**config.mk**
```make
export PLATFORM = sky130hd
export DESIGN_NAME = sgm_host_flat
export DESIGN_NICKNAME = d
export VERILOG_FILES = /design/src/rtl/sgm_pkg.sv /design/src/rtl/sgm_if.sv /design/src/rtl/sgm_host.sv /design/src/flat_wrapper.sv
export SDC_FILE = /design/constraint.sdc
export NUM_CORES = 1
export LEC_CHECK = 0
export ABC_AREA = 1
export BUFFER_PORTS_ARGS = -buffer_cell sky130_fd_sc_hd__buf_2
export CORE_MARGIN = 4
export CORE_UTILIZATION = 63
export CTS_CLUSTER_SIZE = 30
export DETAILED_ROUTE_END_ITERATION = 12
export PLACE_DENSITY = 0.82
export SLEW_MARGIN = 10
export SYNTH_ARGS = -nofsm -noshare
export SYNTH_HDL_FRONTEND = slang
export SYNTH_SLANG_ARGS = --single-unit
export TNS_END_PERCENT = 10
```
**constraint.sdc**
```tcl
create_clock -name MCLK_I -period 2.8 [get_ports MCLK_I]
set_input_delay 0.42 -clock MCLK_I [delete_from_list [all_inputs] [get_ports MCLK_I]]
set_output_delay 0.42 -clock MCLK_I [all_outputs]
set_load 0.02 [all_outputs]
```
**src/rtl/sgm_pkg.sv**
```systemverilog
package sgm_pkg;
   // Frame layout.
   localparam int FRAME_BITS = 40;
   localparam int BYTE_BITS = 8;
   localparam int NUM_CH = 8;
   localparam int ROUTE_BITS = 4;
   localparam int ROUTE_TOTAL = NUM_CH * ROUTE_BITS;
   localparam int CNT_W = 6;
   // Control byte field positions.
   localparam int CTL_START = 0;
   localparam int CTL_WRITE = 1;
   localparam int CTL_PWR_OFF = 2;
   localparam int CTL_ATT_LSB = 3;
   localparam int CTL_ATT_MSB = 4;
   localparam int CTL_SWEPT = 5;
   localparam int CTL_GAIN_LSB = 6;
   localparam int CTL_GAIN_MSB = 7;
   // Routing codes above this value tie the channel to the supply.
   localparam logic [3:0] ROUTE_MAX_OUT = 4'h9;
   // Attenuation in tenths of a dB for codes 00..11.
   localparam logic [9:0] ATT_29 = 10'h122;
   localparam logic [9:0] ATT_33 = 10'h14a;
   localparam logic [9:0] ATT_365 = 10'h16d;
   localparam logic [9:0] ATT_40 = 10'h190;
   // Gain in dB for codes 00 and 01.
   localparam logic [4:0] GAIN_21 = 5'h15;
   localparam logic [4:0] GAIN_26 = 5'h1a;
   // Host serial clock divider, half period in system cycles.
   localparam int SCLK_HALF_NS = 40;
   localparam int CLK_NS = 20;
   localparam int SCLK_HALF_CYC = (SCLK_HALF_NS + CLK_NS - 1) / CLK_NS;
   // Host register offsets.
   localparam logic [3:0] ADDR_CTRL = 4'h0;
   localparam logic [3:0] ADDR_ROUTE = 4'h1;
   localparam logic [3:0] ADDR_GO = 4'h2;
   localparam logic [3:0] ADDR_STATUS = 4'h3;
   localparam logic [3:0] ADDR_RX_CTRL = 4'h4;
   localparam logic [3:0] ADDR_RX_ROUTE = 4'h5;
endpackage

```
**src/rtl/sgm_if.sv**
```systemverilog
interface sgm_if;
   logic sclk;
   logic cs_n;
   logic sdi;
   logic sdo;
   modport host (output sclk, output cs_n, output sdi, input sdo);
   modport dev (input sclk, input cs_n, input sdi, output sdo);
endinterface

```
**src/rtl/sgm_host.sv**
```systemverilog
// Strobed register access and the register offsets were decided locally.
module sgm_host
   import sgm_pkg::*;
(
   // Clock and reset.
   input wire logic MCLK_I,
   input wire logic RESETN_I,
   // Register port.
   input wire logic [3:0] ADDR_I,
   input wire logic [31:0] WDATA_I,
   input wire logic WR_I,
   input wire logic RD_I,
   output logic [31:0] RDATA_O,
   // Serial link, host end.
   sgm_if.host LINK
);
   import sgm_pkg::*;

   typedef enum logic [2:0] {
      ST_IDLE = 3'b001,
      ST_LOW = 3'b010,
      ST_HIGH = 3'b100
   } sgm_st_e;

   sgm_st_e st_reg;
   logic [BYTE_BITS-1:0] ctrl_reg;
   logic [ROUTE_TOTAL-1:0] route_reg;
   logic [FRAME_BITS-1:0] tx_reg;
   logic [FRAME_BITS-1:0] rx_reg;
   logic [CNT_W-1:0] bit_reg;
   logic [3:0] div_reg;
   logic done_reg;
   logic sdo_s1_reg;
   logic sdo_s2_reg;
   logic tick;
   logic go;

   assign tick = (div_reg == 4'(SCLK_HALF_CYC - 1));
   assign go = WR_I && (ADDR_I == ADDR_GO) && (st_reg == ST_IDLE);

   // Software registers; a go is ignored while a frame runs.
   always_ff @(posedge MCLK_I or negedge RESETN_I) begin
      if (!RESETN_I) begin
         ctrl_reg <= '0;
         route_reg <= '0;
      end else if (WR_I && ADDR_I == ADDR_CTRL) begin
         ctrl_reg <= WDATA_I[BYTE_BITS-1:0];
      end else if (WR_I && ADDR_I == ADDR_ROUTE) begin
         route_reg <= WDATA_I;
      end
   end

   // Incoming data passes two flip-flops first.
   always_ff @(posedge MCLK_I or negedge RESETN_I) begin
      if (!RESETN_I) begin
         sdo_s1_reg <= 1'b0;
         sdo_s2_reg <= 1'b0;
      end else begin
         sdo_s1_reg <= LINK.sdo;
         sdo_s2_reg <= sdo_s1_reg;
      end
   end

   // Frame engine: clock low half drives data, high half ends a bit.
   always_ff @(posedge MCLK_I or negedge RESETN_I) begin
      if (!RESETN_I) begin
         st_reg <= ST_IDLE;
         div_reg <= '0;
         bit_reg <= '0;
         tx_reg <= '0;
         rx_reg <= '0;
         done_reg <= 1'b0;
      end else begin
         unique case (st_reg)
            ST_IDLE: begin
               div_reg <= '0;
               if (go) begin
                  // Start bit forced to one, control byte sent first.
                  tx_reg <= {route_reg, ctrl_reg[BYTE_BITS-1:1], 1'b1};
                  bit_reg <= CNT_W'(FRAME_BITS);
                  done_reg <= 1'b0;
                  st_reg <= ST_LOW;
               end
            end
            ST_LOW: begin
               div_reg <= tick ? '0 : div_reg + 4'h1;
               if (tick) begin
                  st_reg <= ST_HIGH;
               end
            end
            ST_HIGH: begin
               div_reg <= tick ? '0 : div_reg + 4'h1;
               if (tick) begin
                  // Read-back replays the previous frame bit for bit.
                  rx_reg <= {sdo_s2_reg, rx_reg[FRAME_BITS-1:1]};
                  tx_reg <= {1'b0, tx_reg[FRAME_BITS-1:1]};
                  bit_reg <= bit_reg - CNT_W'(1);
                  if (bit_reg == CNT_W'(1)) begin
                     done_reg <= 1'b1;
                     st_reg <= ST_IDLE;
                  end else begin
                     st_reg <= ST_LOW;
                  end
               end
            end
         endcase
      end
   end

   // Clock rests low outside a frame, so the device sees no stray edges.
   assign LINK.sclk = (st_reg == ST_HIGH);
   assign LINK.cs_n = (st_reg == ST_IDLE);
   assign LINK.sdi = (st_reg == ST_IDLE) ? 1'b0 : tx_reg[0];

   // Read data one cycle after the strobe.
   always_ff @(posedge MCLK_I or negedge RESETN_I) begin
      if (!RESETN_I) begin
         RDATA_O <= '0;
      end else if (RD_I) begin
         unique case (ADDR_I)
            ADDR_CTRL: RDATA_O <= {24'h00_0000, ctrl_reg};
            ADDR_ROUTE: RDATA_O <= route_reg;
            ADDR_STATUS: RDATA_O <= {30'h0000_0000, done_reg,
                                     st_reg != ST_IDLE};
            ADDR_RX_CTRL: RDATA_O <= {24'h00_0000, rx_reg[BYTE_BITS-1:0]};
            ADDR_RX_ROUTE: RDATA_O <= rx_reg[FRAME_BITS-1:BYTE_BITS];
            default: RDATA_O <= 32'h0000_0000;
         endcase
      end else begin
         RDATA_O <= 32'h0000_0000;
      end
   end
endmodule

```
**src/flat_wrapper.sv**
```systemverilog
// flat-port wrapper written by rule: the top's interface ports become plain ports
module sgm_host_flat import sgm_pkg::*;
  (MCLK_I, RESETN_I, ADDR_I, WDATA_I, WR_I, RD_I, RDATA_O, LINK_sclk, LINK_cs_n, LINK_sdi, LINK_sdo);
  sgm_if LINK_i ();
  input wire logic MCLK_I;
  input wire logic RESETN_I;
  input wire logic [3:0] ADDR_I;
  input wire logic [31:0] WDATA_I;
  input wire logic WR_I;
  input wire logic RD_I;
  output logic [31:0] RDATA_O;
  output wire logic [$bits(LINK_i.sclk)-1:0] LINK_sclk;
  output wire logic [$bits(LINK_i.cs_n)-1:0] LINK_cs_n;
  output wire logic [$bits(LINK_i.sdi)-1:0] LINK_sdi;
  input wire logic [$bits(LINK_i.sdo)-1:0] LINK_sdo;
  assign LINK_sclk = LINK_i.sclk;
  assign LINK_cs_n = LINK_i.cs_n;
  assign LINK_sdi = LINK_i.sdi;
  assign LINK_i.sdo = LINK_sdo;
  sgm_host u_core (.MCLK_I(MCLK_I), .RESETN_I(RESETN_I), .ADDR_I(ADDR_I), .WDATA_I(WDATA_I), .WR_I(WR_I), .RD_I(RD_I), .RDATA_O(RDATA_O), .LINK(LINK_i));
endmodule
```
== Word-level counts from Yosys, hierarchy flattened ==
Index checks and enable logic that the tools add are counted.
Operators by class
  $add $sub $neg: 2
  equal/unequal tests: 15
  muxes and demuxes: 20
  bitwise operators: 1
  reductions and logical operators: 12
Operator list (count)
  $pmux W32 S5: 1
  $mux W40: 2
  $pmux W40 S2: 1
  $mux W32: 1
  $mux W6: 2
  $pmux W6 S2: 1
  $mux W3: 3
  $pmux W3 S3: 1
  $eq A4 B1 Y1 const B: 2
  $eq A4 B2 Y1 const B: 2
  $eq A4 B3 Y1 const B: 2
  $ne A2 B1 Y1 const B: 4
  $pmux W4 S2: 1
  $eq A6 B1 Y1 const B: 1
  $reduce_and A3 Y1: 2
  $sub A6 B1 Y6 const B: 1
  $add A4 B1 Y4 const B: 1
  $logic_and A1 B1 Y1: 4
  $logic_not A4 Y1: 1
  $mux W1: 4
  $mux W4: 1
  $reduce_and A2 Y1: 2
  $reduce_and A4 Y1: 1
  $eq A3 B1 Y1 const B: 1
  other kinds (8): 8
Word-level totals
  flip-flop bits (word level): 168
  input port bits: 41
  word-level logic and storage cells: 61

== Logic depth before layout (Yosys ltp) ==
  word-level depth: 5
  mapped depth: 9
  mapped depth without buffers: 8

== Worst setup path after synthesis ==
Ideal clock, no wire load.
  kind: register to register
  start: register u_core.st_reg[0]
  end: register u_core.tx_reg[10]
  arrival: 1.500 ns
  setup slack: 1.235 ns
  stages on the path, launching flop included: 8
  period minus slack after synthesis: 1.565 ns
  cells stage by stage: dfstp_2 -> inv_1 -> nor3_4 -> o21ai_2 -> o21ai_4 -> buf_6 -> nand2_1 -> nand2_1
On the way
  word-level cells in the longest chain between the ends: 4
RTL lines
  start: declaration: line sgm_host.sv:25  | sgm_st_e st_reg;
  start signal: assignment: line sgm_host.sv:67  | st_reg <= ST_IDLE;
  start signal: assignment: line sgm_host.sv:82  | st_reg <= ST_LOW;
  start signal: assignment: line sgm_host.sv:88  | st_reg <= ST_HIGH;
  $eq A3 B1 Y1 *
  via LINK_cs_n: line flat_wrapper.sv:13  | output wire logic [$bits(LINK_i.cs_n)-1:0] LINK_cs_n;
  $logic_and A1 B1 Y1: line sgm_host.sv:39  | assign go = WR_I && (ADDR_I == ADDR_GO) && (st_reg == ST_IDLE);
  $ne A2 B1 Y1 (no source line)
  $reduce_and A3 Y1 (no source line)
  end signal: assignment: line sgm_host.sv:79  | tx_reg <= {route_reg, ctrl_reg[BYTE_BITS-1:1], 1'b1};
  end signal: assignment: line sgm_host.sv:96  | tx_reg <= {1'b0, tx_reg[FRAME_BITS-1:1]};
  end: declaration: line sgm_host.sv:28  | logic [FRAME_BITS-1:0] tx_reg;
Mark *: on every way through the listed nets, which the timed path passes. The rest lies on a longest branch.
A chain may end at the register's enable or synchronous reset.

== Final worst setup path ==
  start: register u_core.st_reg[1]
  end: output port LINK_sclk
On the way
  word-level cells in the longest chain between the ends: 1
RTL lines
  $eq A3 B3 Y1: line sgm_host.sv:111  | assign LINK.sclk = (st_reg == ST_HIGH);
  end: declaration: line flat_wrapper.sv:12  | output wire logic [$bits(LINK_i.sclk)-1:0] LINK_sclk;
No other way between the ends.

==> results by group <==
Critical path
  – Crit-path cells: nor2_1 -> nand2_2 -> inv_2 -> buf_2
  – Worst path top cell family by delay: buffers and inverters
  – Worst r2r src: u_core.st_reg[0]
  – Critical path launch point: u_core.st_reg[1]
  – Crit path to: LINK_sclk
  – Critical path peak fanout: 34
  – Crit. End Element: output pin
  – R2R cell count: 6
  – Worst EP required: roughly 2.4 ns
  – CP bufs+invs: 2
  – Crit path depth: 4
  – R2R setup slack: 0.45 ns
  – WP data arrival: between 2 and 2.5 ns
  – Crit Path Class: flop to output pin
  – CP Launch Type: flop
  – Slowest CP cell: inv_2
  – Reg-to-Reg End: u_core.tx_reg[11]
  – Worst path max stage delay: 0.54 ns

Routing
  – Total wire length: 17600 um
  – DR WL/cell: 15.5 um
  – Pre-Repair DR Iteration Count: 5
  – Via density per instance: 5.44
  – Routed vias: 6153
  – DR DRC count: 0
  – 1st-iter DRT viols: 533
  – ANT nets after route: 0

Power and ir drop
  – Clock Power Share: 45.5%
  – Max VDD drop: 0.000643 V
  – Power Density: 669 mW/mm^2
  – Flop pwr share: a little under half
  – Total power: 5.69 mW
  – Power share of the combinational group: 7.2%
  – Switching pwr: 1.35 mW
  – Leakage power: between 4 and 5 nW
  – Cell internal pwr: 4.34 mW
  – Sw Ratio: 23.7%

Placement
  – Port-buffer cells: 75
  – Dpl hpwl: around 11000 um
  – Placer Congestion: 0.842
  – Area after DPL: slightly below 0.008 sq mm
  – DP Worst Slack: 0.566 ns
  – Placed Cells: 1098

Global routing
  – Largest net degree at the start of global routing: 66
  – GRT Total Usage: 27.8%
  – Initial antenna violation count: 0
  – Vias in the first global route: approximately 6000
  – First-pass GRT wire length: 29000 um
  – GRT overflow: 0

Die
  – Chip height: 116 um
  – Initial Utilization: 64.7%
  – Die ar.: 0.0136 sq mm
  – Horiz. Die Dim: 116 um
  – Io pins: 76
  – Core footprint: approximately 0.011 sq mm
  – Rows: 39

Timing
  – Ratio of final minimum period to clock period: 89.4%
  – Slew Viols, Final: 0
  – Worst Max-Slew Pin Slew: 1.15 ns
  – Period minus WS final: 2.50 ns
  – Hold Vio Cnt, Final: 0
  – Setup TNS: 0 ns
  – Normalized max-slew margin: 23.1%
  – Final setup violation count: 0
  – Highest Clock Rate: 0.400 GHz
  – Unrepaired setup endpoints after global routing: no
  – Post-layout worst setup margin: 0.298 ns
  – Clk_skew: 0.00896 ns
  – Worst hold slack: 0.0935 ns

CTS
  – Total CTS buffers: 17
  – Clock Latency Late Sink: between 0.4 and 0.5 ns
  – Clock slew at reported path FFs: 0.06 ns
  – CTS root buffer: clkbuf_16
  – CTS tree: yes
  – Htree depth: 4
  – Clock tree sinks: 168
  – Clock buffer depth: 2

Cells and area
  – Post-Route Utilization: 74.2%
  – Area Overhead vs Synth: 14.7%
  – Final net count: 1020
  – Layout cells sized above 1: 14.2%
  – Antenna Cells: 0
  – Post-route cell area: 0.00851 sq mm
  – Final Non-Filler Cells: approximately 1100
  – Layout fillers: 855

Synth
  – Syn nets: 959
  – Mapped Area: 0.00742 sq mm
  – Sequential share of the synthesized area: 56.7%
  – Cell variety after synth: 29
  – YS warnings: 0
  – Synth Area per Inst: 8.11 sq um
  – Post-synthesis cell count: 914
  – Post-synthesis sequential element count: approximately 170

Hold path
  – Hold WC Path Type: input port to flop

Outcome
  – Status: complete, no violations

Run
  – Maxcap violations: 0
## how the worst min path moves through the flow
stage,start,end,cells past startpoint
after floorplan,RESETN_I,u_core.RDATA_O[0],0
after global placement,u_core.sdo_s1_reg,u_core.sdo_s2_reg,0
after detailed placement,u_core.sdo_s1_reg,u_core.sdo_s2_reg,0
after CTS,LINK_sdo,u_core.sdo_s1_reg,1
after global routing,LINK_sdo,u_core.sdo_s1_reg,1
final,LINK_sdo,u_core.sdo_s1_reg,1
## power groups by stage
| stage | combinational (mW) | clock (mW) | sequential (mW) |
|---|---|---|---|
| finish | 0.408 | 2.59 | 2.69 |
| global route | 0.472 | 2.71 | 2.70 |
| CTS | 0.412 | 2.61 | 2.69 |
| detailed placement | 0.403 | 0 | 2.73 |
| global placement | 0.389 | 0 | 2.73 |
| floorplan | 0.245 | 0 | 2.69 |
## layout make-up
type	instances	area [sq um]	share of cell area, %
Tap cell	143	179	2.10
Inverter	39	146	1.72
Clock inverter	11	194	2.28
Clock buffer	21	460	5.41
Multi-Input combinational cell	658	2810	33.0
Sequential cell	168	4210	49.4
Timing Repair Buffer	91	517	6.07
## cells in the final DEF, fill, tap and decap left out, types with 2 or more instances in the layout
cell type,instances
a21oi_1,27
xnor2_1,2
or2_2,2
nor2_2,5
clkinv_2,2
o21ai_0,38
inv_1,35
dfrtp_1,167
nand2_2,2
buf_4,14
clkbuf_8,2
nand3_1,75
inv_2,4
buf_2,74
nand4_1,3
nor2_4,2
nand2_1,455
o21ai_1,6
clkbuf_16,17
clkbuf_1,2
bufinv_16,5
nor2_1,29
xor2_1,2
clkinv_4,2
ha_1,4
## cells in the mapped netlist
library cell / count / area (sq um)
o21a_1: 1 / 7.51
nand4_1: 3 / 18.8
and2_1: 1 / 6.26
dfstp_2: 1 / 26.3
nor2_2: 5 / 31.3
nand3_1: 75 / 375
a21oi_1: 27 / 135
o21ai_1: 6 / 30.0
buf_2: 18 / 90.1
or2_2: 2 / 12.5
buf_6: 4 / 45.0
xnor2_1: 2 / 17.5
ha_1: 4 / 50.1
inv_2: 4 / 15.0
nor3_4: 1 / 16.3
dfrtp_1: 167 / 4180
nor2_8: 1 / 20.0
buf_4: 6 / 45.0
buf_1: 2 / 7.51
o21ai_2: 1 / 8.76
o21ai_0: 38 / 190
o21ai_4: 1 / 16.3
clkbuf_1: 19 / 71.3
nand2_2: 2 / 12.5
xor2_1: 2 / 17.5
nor2_1: 29 / 109
nor2_4: 2 / 22.5
inv_1: 35 / 131
nand2_1: 455 / 1710
## cells by family (layout without fill, tap and decap cells)
group	after synthesis	after routing	synth area share (%)
and+or+nand+nor	576	576	31.4
DFF	168	168	56.7
buffers and inverters	88	162	5.47
AOI/OAI and AO/OA	74	74	5.23
adders and majority gates	4	4	0.675
xor gates and xnor gates	4	4	0.473
## per-layer routing
metal  GRT usage, %  vias to the layer above  share of wire [%]
li1               -                     2962                  -
met2           41.3                      227                 48
met4           9.90                        0                1.7
met3           5.49                       24                5.9
met5              0                        -                  0
met1           41.1                     2940                 45
## timing repair
| action | CTS | global route |
|---|---|---|
| endpoints found under the hold margin | 12 | 0 |
| buffers inserted | 0 | 0 |
| hold buffers | 1 | 0 |
| gates resized for setup | 0 | 0 |
No activity file was read; power rests on OpenSTA's default activity.
